[src/ucs_pkg.sv]
// Constants, types and helpers shared by the serial control block.
// Assumes a single system clock; the serial clocks arrive as sampled inputs.
package ucs_pkg;
    // ----------------------------------------------------------------
    // Control and status bit positions
    // ----------------------------------------------------------------
    localparam int CTL_PARITY_OFF = 0;
    localparam int CTL_EVEN_PARITY = 1;
    localparam int CTL_STOP_COUNT = 2;
    localparam int CTL_WORD_LO = 3;
    localparam int CTL_WORD_HI = 4;
    localparam int CTL_INT_GATE = 5;
    localparam int CTL_BREAK = 6;
    localparam int CTL_TX_REQUEST = 7;
    localparam int ST_RX_READY = 0;
    localparam int ST_OVERRUN = 1;
    localparam int ST_PARITY_ERR = 2;
    localparam int ST_FRAME_ERR = 3;
    localparam int ST_EXT_LEVEL = 4;
    localparam int ST_PERIPH_EDGE = 5;
    localparam int ST_SHIFT_EMPTY = 6;
    localparam int ST_HOLD_EMPTY = 7;
    localparam logic [7:0] CTRL_RST = 8'h00;
    // ----------------------------------------------------------------
    // Timing in serial clock ticks
    // ----------------------------------------------------------------
    localparam int TICKS_PER_BIT = 16;
    localparam logic [3:0] BIT_LAST = 4'(TICKS_PER_BIT - 1);
    localparam logic [3:0] MID_LAST = 4'(TICKS_PER_BIT / 2 - 1);
    localparam logic [5:0] STOP_ONE = 6'(TICKS_PER_BIT);
    localparam logic [5:0] STOP_HALF = 6'(TICKS_PER_BIT * 3 / 2);
    localparam logic [5:0] STOP_TWO = 6'(TICKS_PER_BIT * 2);
    typedef enum logic [2:0] {
        SER_IDLE = 3'h0,
        SER_START = 3'h1,
        SER_DATA = 3'h2,
        SER_PARITY = 3'h3,
        SER_STOP = 3'h4
    } ucs_ser_e;
    // Parity bit for the active data bits; even gives an even total.
    function automatic logic par_bit(input logic [7:0] d, input logic [1:0] wl,
                                     input logic even);
        logic [7:0] mask;
        mask = 8'hFF >> (2'h3 - wl);
        return (^(d & mask)) ^ ~even;
    endfunction
    // Index of the last data bit for a word length code.
    function automatic logic [2:0] last_idx(input logic [1:0] wl);
        return {1'b1, wl};
    endfunction
endpackage

[src/ucs_rx.sv]
// Receive shifter: start detect, mid-bit sampling, parity and stop check.
// Assumes tick is a one-cycle pulse at sixteen times the bit rate.
module ucs_rx (
    input wire logic sys_clk,
    input wire logic rst_n,
    input wire logic tick,
    input wire logic serial_in,
    input wire logic [1:0] wl,
    input wire logic parity_off,
    input wire logic even,
    output logic char_valid,
    output logic [7:0] char_data,
    output logic char_parity_err,
    output logic char_frame_err
);
    typedef struct packed {
        ucs_pkg::ucs_ser_e st;
        logic [3:0] cnt;
        logic [2:0] idx;
        logic [2:0] last;
        logic prev;
        logic [7:0] data;
        logic par_miss;
        logic valid;
        logic [7:0] out;
        logic parity_err;
        logic frame_err;
    } ucs_rx_s;
    ucs_rx_s q, d;
    logic bit_end;
    always_comb begin
        d = q;
        d.valid = 1'b0;
        bit_end = tick && (q.cnt == ucs_pkg::BIT_LAST);
        if (tick) begin
            d.cnt = q.cnt + 4'h1;
        end
        case (q.st)
            ucs_pkg::SER_IDLE: if (tick) begin
                d.prev = serial_in;
                if (q.prev && !serial_in) begin
                    d.st = ucs_pkg::SER_START;
                    d.cnt = 4'h0;
                    d.data = 8'h00;
                    d.par_miss = 1'b0;
                    d.last = ucs_pkg::last_idx(wl);
                end
            end
            ucs_pkg::SER_START: if (tick && q.cnt == ucs_pkg::MID_LAST) begin
                d.cnt = 4'h0;
                d.idx = 3'h0;
                d.st = serial_in ? ucs_pkg::SER_IDLE : ucs_pkg::SER_DATA;
            end
            ucs_pkg::SER_DATA: if (bit_end) begin
                d.data[q.idx] = serial_in;
                d.idx = q.idx + 3'h1;
                if (q.idx == q.last) begin
                    d.st = parity_off ? ucs_pkg::SER_STOP : ucs_pkg::SER_PARITY;
                end
            end
            ucs_pkg::SER_PARITY: if (bit_end) begin
                d.par_miss = serial_in ^ ucs_pkg::par_bit(q.data, wl, even);
                d.st = ucs_pkg::SER_STOP;
            end
            ucs_pkg::SER_STOP: if (bit_end) begin
                d.valid = 1'b1;
                d.out = q.data;
                d.parity_err = q.par_miss & ~parity_off;
                d.frame_err = ~serial_in;
                d.prev = serial_in;
                d.st = ucs_pkg::SER_IDLE;
            end
            default: d.st = ucs_pkg::SER_IDLE;
        endcase
    end
    always_ff @(posedge sys_clk or negedge rst_n) begin
        if (!rst_n) begin
            q <= '{st: ucs_pkg::SER_IDLE, prev: 1'b1, default: '0};
        end else begin
            q <= d;
        end
    end
    assign char_valid = q.valid;
    assign char_data = q.out;
    assign char_parity_err = q.parity_err;
    assign char_frame_err = q.frame_err;
endmodule

[src/ucs_tx.sv]
// Transmit shifter: start, data, optional parity and stop bits.
// Assumes tick is a one-cycle pulse at sixteen times the bit rate.
module ucs_tx (
    input wire logic sys_clk,
    input wire logic rst_n,
    input wire logic tick,
    input wire logic cts_n,
    input wire logic load_valid,
    input wire logic [7:0] load_data,
    input wire logic [1:0] wl,
    input wire logic stop_sel,
    input wire logic parity_off,
    input wire logic even,
    output logic load_take,
    output logic done,
    output logic line
);
    typedef struct packed {
        ucs_pkg::ucs_ser_e st;
        logic [5:0] cnt;
        logic [5:0] stop_len;
        logic [2:0] idx;
        logic [2:0] last;
        logic [7:0] sh;
        logic par;
        logic par_en;
        logic line;
        logic done;
    } ucs_tx_s;
    ucs_tx_s q, d;
    logic adv;
    logic bit_end;
    always_comb begin
        d = q;
        d.done = 1'b0;
        load_take = 1'b0;
        adv = tick & ~cts_n;
        bit_end = (q.cnt[3:0] == ucs_pkg::BIT_LAST);
        case (q.st)
            ucs_pkg::SER_IDLE: begin
                d.line = 1'b1;
                if (load_valid && !cts_n) begin
                    load_take = 1'b1;
                    d.st = ucs_pkg::SER_START;
                    d.line = 1'b0;
                    d.cnt = 6'h00;
                    d.idx = 3'h0;
                    d.sh = load_data;
                    d.last = ucs_pkg::last_idx(wl);
                    d.par = ucs_pkg::par_bit(load_data, wl, even);
                    d.par_en = ~parity_off;
                    d.stop_len = !stop_sel ? ucs_pkg::STOP_ONE :
                        (wl == 2'h0 ? ucs_pkg::STOP_HALF : ucs_pkg::STOP_TWO);
                end
            end
            ucs_pkg::SER_START: if (adv) begin
                d.cnt = q.cnt + 6'h01;
                if (bit_end) begin
                    d.st = ucs_pkg::SER_DATA;
                    d.cnt = 6'h00;
                    d.line = q.sh[0];
                end
            end
            ucs_pkg::SER_DATA: if (adv) begin
                d.cnt = q.cnt + 6'h01;
                if (bit_end) begin
                    d.cnt = 6'h00;
                    if (q.idx == q.last) begin
                        d.st = q.par_en ? ucs_pkg::SER_PARITY : ucs_pkg::SER_STOP;
                        d.line = q.par_en ? q.par : 1'b1;
                    end else begin
                        d.idx = q.idx + 3'h1;
                        d.sh = q.sh >> 1;
                        d.line = q.sh[1];
                    end
                end
            end
            ucs_pkg::SER_PARITY: if (adv) begin
                d.cnt = q.cnt + 6'h01;
                if (bit_end) begin
                    d.st = ucs_pkg::SER_STOP;
                    d.cnt = 6'h00;
                    d.line = 1'b1;
                end
            end
            ucs_pkg::SER_STOP: if (adv) begin
                d.cnt = q.cnt + 6'h01;
                if (q.cnt == q.stop_len - 6'h01) begin
                    d.st = ucs_pkg::SER_IDLE;
                    d.done = 1'b1;
                end
            end
            default: d.st = ucs_pkg::SER_IDLE;
        endcase
    end
    always_ff @(posedge sys_clk or negedge rst_n) begin
        if (!rst_n) begin
            q <= '{st: ucs_pkg::SER_IDLE, line: 1'b1, default: '0};
        end else begin
            q <= d;
        end
    end
    assign done = q.done;
    assign line = q.line;
endmodule

[src/ucs_uart.sv]
// Control, status and interrupt logic of the serial transceiver.
// Assumes bus, handshake and serial clock pins are synchronous to sys_clk.
// The serial clocks must run at no more than half of sys_clk.
// rst_n is the active-low clear pin of the device.

module ucs_uart (
    input wire logic sys_clk,
    input wire logic rst_n,
    input wire logic cs1,
    input wire logic cs2_n,
    input wire logic cs3,
    input wire logic reg_select,
    input wire logic rd_wr,
    input wire logic bus_timing_strobe,
    input wire logic [7:0] tx_bus,
    output logic [7:0] rx_bus,
    output logic int_n,
    output logic rx_char_ready_n,
    output logic frame_err_out,
    output logic error_out,
    output logic tx_hold_empty_n,
    output logic rts_n,
    output logic serial_out,
    input wire logic serial_in,
    input wire logic rx_clk,
    input wire logic tx_clk,
    input wire logic cts_n,
    input wire logic ext_level_n,
    input wire logic periph_edge_n
);
    // ----------------------------------------------------------------
    // State
    // ----------------------------------------------------------------
    typedef struct packed {
        logic [7:0] ctrl;
        logic [7:0] rx_hold;
        logic [7:0] tx_hold;
        logic tx_hold_full;
        logic rx_char_ready;
        logic overrun;
        logic rx_parity_err;
        logic rx_frame_err;
        logic ext_level_flag;
        logic periph_edge_irq;
        logic tx_shift_empty;
        logic tx_hold_empty;
        logic hold_irq;
        logic done_irq;
        logic cts_irq;
        logic brk_low;
        logic stat_pend;
        logic strobe_prev;
        logic cts_prev;
        logic periph_prev;
        logic rx_clk_prev;
        logic tx_clk_prev;
        logic int_n;
        logic rts_n;
        logic serial_out;
        logic [7:0] rx_bus;
    } ucs_regs_s;
    ucs_regs_s q, d;
    logic sel;
    logic lead;
    logic trail;
    logic wr_ctrl;
    logic wr_char;
    logic rd_stat;
    logic rd_data;
    logic cts_rise;
    logic periph_fall;
    logic rx_tick;
    logic tx_tick;
    logic any_src;
    logic [7:0] status;
    logic tx_take;
    logic tx_done;
    logic tx_line;
    logic rx_valid;
    logic [7:0] rx_data;
    logic rx_perr;
    logic rx_ferr;
    // ----------------------------------------------------------------
    // Serial engines
    // ----------------------------------------------------------------
    ucs_tx u_tx (
        .sys_clk(sys_clk),
        .rst_n(rst_n),
        .tick(tx_tick),
        .cts_n(cts_n),
        .load_valid(q.tx_hold_full),
        .load_data(q.tx_hold),
        .wl(q.ctrl[ucs_pkg::CTL_WORD_HI:ucs_pkg::CTL_WORD_LO]),
        .stop_sel(q.ctrl[ucs_pkg::CTL_STOP_COUNT]),
        .parity_off(q.ctrl[ucs_pkg::CTL_PARITY_OFF]),
        .even(q.ctrl[ucs_pkg::CTL_EVEN_PARITY]),
        .load_take(tx_take),
        .done(tx_done),
        .line(tx_line)
    );
    ucs_rx u_rx (
        .sys_clk(sys_clk),
        .rst_n(rst_n),
        .tick(rx_tick),
        .serial_in(serial_in),
        .wl(q.ctrl[ucs_pkg::CTL_WORD_HI:ucs_pkg::CTL_WORD_LO]),
        .parity_off(q.ctrl[ucs_pkg::CTL_PARITY_OFF]),
        .even(q.ctrl[ucs_pkg::CTL_EVEN_PARITY]),
        .char_valid(rx_valid),
        .char_data(rx_data),
        .char_parity_err(rx_perr),
        .char_frame_err(rx_ferr)
    );
    // ----------------------------------------------------------------
    // Next state
    // ----------------------------------------------------------------
    always_comb begin
        d = q;
        sel = cs1 & ~cs2_n & cs3;
        lead = sel & bus_timing_strobe & ~q.strobe_prev;
        trail = ~bus_timing_strobe & q.strobe_prev;
        wr_ctrl = lead & ~rd_wr & reg_select;
        wr_char = lead & ~rd_wr & ~reg_select;
        rd_stat = lead & rd_wr & reg_select;
        rd_data = lead & rd_wr & ~reg_select;
        cts_rise = cts_n & ~q.cts_prev;
        periph_fall = q.periph_prev & ~periph_edge_n;
        rx_tick = rx_clk & ~q.rx_clk_prev;
        tx_tick = tx_clk & ~q.tx_clk_prev;
        // ------------------------------------------------------------
        // Status word
        // ------------------------------------------------------------
        status = 8'h00;
        status[ucs_pkg::ST_RX_READY] = q.rx_char_ready;
        status[ucs_pkg::ST_OVERRUN] = q.overrun;
        status[ucs_pkg::ST_PARITY_ERR] = q.rx_parity_err;
        status[ucs_pkg::ST_FRAME_ERR] = q.rx_frame_err;
        status[ucs_pkg::ST_EXT_LEVEL] = q.ext_level_flag;
        status[ucs_pkg::ST_PERIPH_EDGE] = q.periph_edge_irq;
        status[ucs_pkg::ST_SHIFT_EMPTY] = q.tx_shift_empty;
        status[ucs_pkg::ST_HOLD_EMPTY] = q.tx_hold_empty;
        d.strobe_prev = bus_timing_strobe;
        d.cts_prev = cts_n;
        d.periph_prev = periph_edge_n;
        d.rx_clk_prev = rx_clk;
        d.tx_clk_prev = tx_clk;
        // ------------------------------------------------------------
        // Register updates
        // ------------------------------------------------------------
        // Control register.
        if (wr_ctrl) begin
            if (tx_bus[ucs_pkg::CTL_TX_REQUEST]) begin
                d.ctrl[ucs_pkg::CTL_TX_REQUEST] = 1'b1;
            end else begin
                d.ctrl = tx_bus;
                d.brk_low = tx_bus[ucs_pkg::CTL_BREAK];
            end
        end
        if (!d.ctrl[ucs_pkg::CTL_BREAK] || cts_rise || tx_done) begin
            d.brk_low = 1'b0;
        end
        // Clears first so that a same-cycle event wins.
        if (rd_stat || wr_char) begin
            d.hold_irq = 1'b0;
            d.done_irq = 1'b0;
        end
        if (rd_stat) begin
            d.cts_irq = 1'b0;
            d.stat_pend = 1'b1;
        end
        if (rd_data) begin
            d.rx_char_ready = 1'b0;
        end
        if (trail && q.stat_pend) begin
            d.periph_edge_irq = 1'b0;
            d.stat_pend = 1'b0;
        end
        // Transmit side events.
        if (tx_take) begin
            d.tx_hold_full = 1'b0;
            d.tx_hold_empty = 1'b1;
            d.tx_shift_empty = 1'b0;
            if (q.ctrl[ucs_pkg::CTL_TX_REQUEST]) begin
                d.hold_irq = 1'b1;
            end
        end
        if (tx_done) begin
            // A new start bit in the same cycle keeps the flag low.
            d.tx_shift_empty = ~tx_take;
            if (!q.tx_hold_full) begin
                d.done_irq = 1'b1;
            end
        end
        if (cts_rise && q.tx_hold_empty && q.tx_shift_empty) begin
            d.cts_irq = 1'b1;
        end
        if (wr_char) begin
            d.tx_hold = tx_bus;
            d.tx_hold_full = 1'b1;
            d.tx_hold_empty = 1'b0;
        end
        // Receive side events.
        if (rx_valid) begin
            d.overrun = d.rx_char_ready;
            d.rx_hold = rx_data;
            d.rx_char_ready = 1'b1;
            d.rx_parity_err = rx_perr;
            d.rx_frame_err = rx_ferr;
        end
        if (d.ctrl[ucs_pkg::CTL_PARITY_OFF]) begin
            d.rx_parity_err = 1'b0;
        end
        // Peripheral status inputs.
        d.ext_level_flag = ~ext_level_n;
        if (periph_fall) begin
            d.periph_edge_irq = 1'b1;
        end
        // ------------------------------------------------------------
        // Outputs
        // ------------------------------------------------------------
        // Interrupt and pin outputs.
        any_src = d.rx_char_ready | d.hold_irq | d.done_irq | d.periph_edge_irq | d.cts_irq;
        d.int_n = ~(d.ctrl[ucs_pkg::CTL_INT_GATE] & any_src);
        if (d.tx_hold_full || d.ctrl[ucs_pkg::CTL_TX_REQUEST]) begin
            d.rts_n = 1'b0;
        end else if (d.tx_hold_empty && d.tx_shift_empty) begin
            d.rts_n = 1'b1;
        end
        d.serial_out = tx_line & ~d.brk_low;
        if (sel && rd_wr && bus_timing_strobe) begin
            d.rx_bus = reg_select ? status : q.rx_hold;
        end
    end
    always_ff @(posedge sys_clk or negedge rst_n) begin
        if (!rst_n) begin
            q <= '{ctrl: ucs_pkg::CTRL_RST, tx_shift_empty: 1'b1, tx_hold_empty: 1'b1,
                   strobe_prev: 1'b0, cts_prev: 1'b1, periph_prev: 1'b1,
                   int_n: 1'b1, rts_n: 1'b1, serial_out: 1'b1, default: '0};
        end else begin
            q <= d;
        end
    end
    // ----------------------------------------------------------------
    // Pins
    // ----------------------------------------------------------------
    assign rx_bus = q.rx_bus;
    assign int_n = q.int_n;
    assign rx_char_ready_n = ~q.rx_char_ready;
    assign frame_err_out = q.rx_frame_err;
    assign error_out = q.rx_parity_err | q.overrun;
    assign tx_hold_empty_n = ~q.tx_hold_empty;
    assign rts_n = q.rts_n;
    assign serial_out = q.serial_out;
endmodule
[config.mk]
export PLATFORM = sky130hd
export DESIGN_NAME = ucs_uart
export DESIGN_NICKNAME = d
export VERILOG_FILES = /design/src/ucs_pkg.sv /design/src/ucs_rx.sv /design/src/ucs_tx.sv /design/src/ucs_uart.sv
export SDC_FILE = /design/constraint.sdc
export NUM_CORES = 1
export LEC_CHECK = 0
export BUFFER_PORTS_ARGS = -buffer_cell sky130_fd_sc_hd__buf_2
export CAP_MARGIN = 20
export CORE_UTILIZATION = 33
export DETAILED_ROUTE_END_ITERATION = 16
export GPL_ROUTABILITY_DRIVEN = 0
export GPL_TIMING_DRIVEN = 0
export PLACE_DENSITY_LB_ADDON = 0.12
export SLEW_MARGIN = 20
export SYNTH_ARGS = -nofsm -noshare
export SYNTH_HDL_FRONTEND = slang
export SYNTH_SLANG_ARGS = --single-unit
[constraint.sdc]
create_clock -name sys_clk -period 4.2 [get_ports sys_clk]
set_input_delay 0.21 -clock sys_clk [delete_from_list [all_inputs] [get_ports sys_clk]]
set_output_delay 0.21 -clock sys_clk [all_outputs]
set_load 0.1 [all_outputs]
==> flow_summary.toml <==
[run_status]
outcome = "complete, no violations"

[cts]
clkTransAtPathRegs_ps = 50
cts.sinks = 118
worst_skew_pair.late_latency_ps = 410
cts_tree = "done"
numCtsBuffers = 17
cts.htree.levels = 4
cts_resized = 0
cts-root-buf = "clkbuf_16"
clock_path_buffers = 2

[place]
hpwl_mm = 9.413
port_buffers = 35

[timing]
final-hold-violation-count = 0
finClkSkew_ps = 7.529
rsz0062_at_grt = "no"
fmax_mhz = 415.6
slew_viol_final = 0
whs_ps = 27.37
slew_headroom_pct = 40.78
tightest_slew_ps = 886.0
period_share_pct = 57.29
final-setup-viol-count = 0
setup_tns_ps = 0
finalCriticalPeriod_ps = 2406

[cells_and_area]
area_growth_pct = 19.80
antenna_cells = 0
fin_nets = 660
final_layout_size_suffix_gt1_share_pct = 18.60

[detailed_routing]
drc = 0
post_drt_wl_per_cell_um = 15.21
drt-vias-per-instance = 4.999
m1WireLength_mm = 6.519
vias = 4324
wirelength_mm = 13.16
first_iter_violations = 227
top_layer = "met4"
met3_length_um = 523
ant_nets = 0
firstDrtPassIters = 5
wl_met2_mm = 5.927

[worst_setup_path]
end_kind = "register"
crit_path_start = "cts_n"
cp.required_ps = 4490
worstSetupPathType = "in -> reg"
critPathCapture = "u_tx.q[29]"
worstPathMaxFanout = 10
cp.arrival_ps = 2700
reg2reg_slack_ps = 1880
crit_chain = "dlygate4sd3_1 -> buf_2 -> nand2b_1 -> nor4_1 -> clkbuf_1 -> a21oi_1 -> o21ai_0 -> o31ai_1"
critPathSlowestCell = "nor4_1"
critPathLaunchType = "input port"
rr_endpoint = "u_tx.q[10]"
rr_worst_depth = 8
max_stage_delay_ps = 550
regToRegStartpoint = "u_tx.q[24]"

[hold_path]
min_path_type = "in -> reg"

[synth]
synth.distinct_cells = 61
ys_ff_latch = 118
avgSynthCellArea_um2 = 10.04
synthFlopType = "dfrtp_1"
yosysSeqAreaShare_pct = 51.95
synthArstFlopShare_pct = 100.0
yosys_warnings = 0
synth_fp_nets = 596
synthCells = 568
netlist_area_mm2 = 0.005705
synth-edff-count = 0

[grt]
overflow = 0
grt_pass1_wl_mm = 22.69
antenna_found_initial = 0
gr-usage-all-layers_pct = 16.41
grt_max_degree = 71
grt_pass1_vias = 4357

[floorplan]
fp-row-count = 47
die_w_um = 133.5
dieArea_mm2 = 0.01782
num_io_pins = 37
initial_utilization_pct = 34.04
die_y_um = 133.5
core_mm2 = 0.01676

[pwr]
power_density_mw_per_mm2 = 556.6
ir_worst_vdd_mv = 0.3150
p_leak_nw = 3.139

[job]
drv_cap = 0
## Yosys cell counts (2+ instances only)
cell type	count	area [µm²]
ha_1	6	75.07
nor4_1	3	18.77
a211o_1	2	17.52
a32o_1	2	20.02
nor2b_1	6	37.54
a21oi_1	28	140.1
o21ai_1	7	35.03
or2_2	2	12.51
buf_2	2	10.01
or3b_1	2	17.52
and2_1	3	18.77
mux2i_1	11	110.1
mux2_2	27	304.0
nand2_1	70	262.8
buf_4	8	60.06
nor3_1	9	45.04
xor2_1	13	113.9
nand4_1	3	18.77
or3_1	3	18.77
a31oi_1	9	56.30
nand3_1	13	65.06
nor3b_1	6	45.04
nand2b_1	10	62.56
inv_1	15	56.30
nand3b_1	3	22.52
dfrtp_1	109	2728
nor2_1	46	172.7
nor2_2	2	12.51
a21o_1	4	30.03
nand4b_1	3	26.28
a22o_1	4	35.03
o21ai_0	44	220.2
o21a_1	2	15.01
and3_1	10	62.56
xnor2_1	21	183.9
a211oi_1	2	15.01
o31ai_1	4	30.03
clkbuf_1	22	82.58
a2bb2oi_1	2	17.52
dfstp_2	9	236.5
## how the worst min path moves through the flow
stage / start / end / slack, ps / cells after the start
final: tx_bus[3] / q[49] / 30 / 3
after global routing: tx_bus[3] / q[49] / 20 / 3
after CTS: tx_bus[3] / q[49] / 8 / 3
after detailed placement: rst_n / rx_bus[4] / 190 / 1
after global placement: periph_edge_n / q[13] / 330 / 1
after floorplan: rst_n / frame_err_out / -90 / 0
## stage by stage
step	instances	power (W)	area (µm²)	utilization, %	setup WS [ps]
2_1_floorplan	568	0.002225	5705	-	2323
3_3_place_gp	823	0.002437	6156	36.73	1376
3_5_place_dp	824	0.002459	6190	36.93	1856
4_1_cts	865	0.003847	6835	40.78	1761
5_1_grt	865	0.004024	6835	40.78	1570
6_report	865	0.003805	6835	40.78	1794
## layout make-up
type	count	area, µm²
Timing Repair Buffer	45	299.0
Fill cell	1663	9925
Buffer	33	156.4
Clock inverter	9	77.57
Inverter	16	60.06
Sequential cell	118	2964
Tap cell	220	275.3
Multi-Input combinational cell	401	2525
Clock buffer	23	478.0
## sequential cells by signal (all words and copies together), names as in the netlist
signal                flops
u_tx.done                 1
u_rx.char_frame_err       1
serial_out                1
q                        42
u_tx.line                 1
u_tx.q                   28
rx_bus                    8
int_n                     1
u_rx.char_parity_err      1
u_rx.char_data            8
u_rx.char_valid           1
frame_err_out             1
rts_n                     1
u_rx.q                   23
## per-layer routing
metal  GRT usage [%]  vias up
met2           24.65       85
li1                -     2119
met1           22.80     2104
met4           6.250        0
met5               0        -
met3           3.995       16
## cells by family after synthesis
family	Yosys count	synth area share (%)
buffers and inverters	49	3.794
muxes	39	7.456
DFF	118	51.95
AOI/OAI and AO/OA	123	13.14
adders and majority gates	6	1.316
and+or+nand+nor	199	17.13
xor gates and xnor gates	34	5.219
## repair_timing
action | CTS | global route
endpoints found under the hold margin | 49 | 0
setup endpoints to repair | 0 | 0
buffers inserted | 0 | 0
hold buffers | 9 | 0
## cells in the final DEF, fill, tap and decap left out, types with 9 or more instances in the layout
cell type	n
a21oi_1	28
a31oi_1	9
and3_1	10
buf_2	36
clkbuf_1	25
clkbuf_16	17
dfrtp_1	109
dfstp_2	9
dlygate4sd3_1	9
inv_1	15
mux2_2	27
mux2i_1	11
nand2_1	70
nand2b_1	10
nand3_1	13
nor2_1	46
nor3_1	9
o21ai_0	44
xnor2_1	21
xor2_1	13
## where the power goes
| part | switching (W) | internal (W) | total [W] |
|---|---|---|---|
| combinational | 0.000670 | 0.000314 | 0.000984 |
| clock | 0.000504 | 0.000853 | 0.00136 |
| sequential | 0.000134 | 0.00133 | 0.00146 |
## worst max-delay path, delay by kind of cell
kind / cells / cell delay, ps
compound gates: 3 / 540
buf+inv: 3 / 1200
simple gates: 2 / 740
Power figures use the tool's default switching activity.
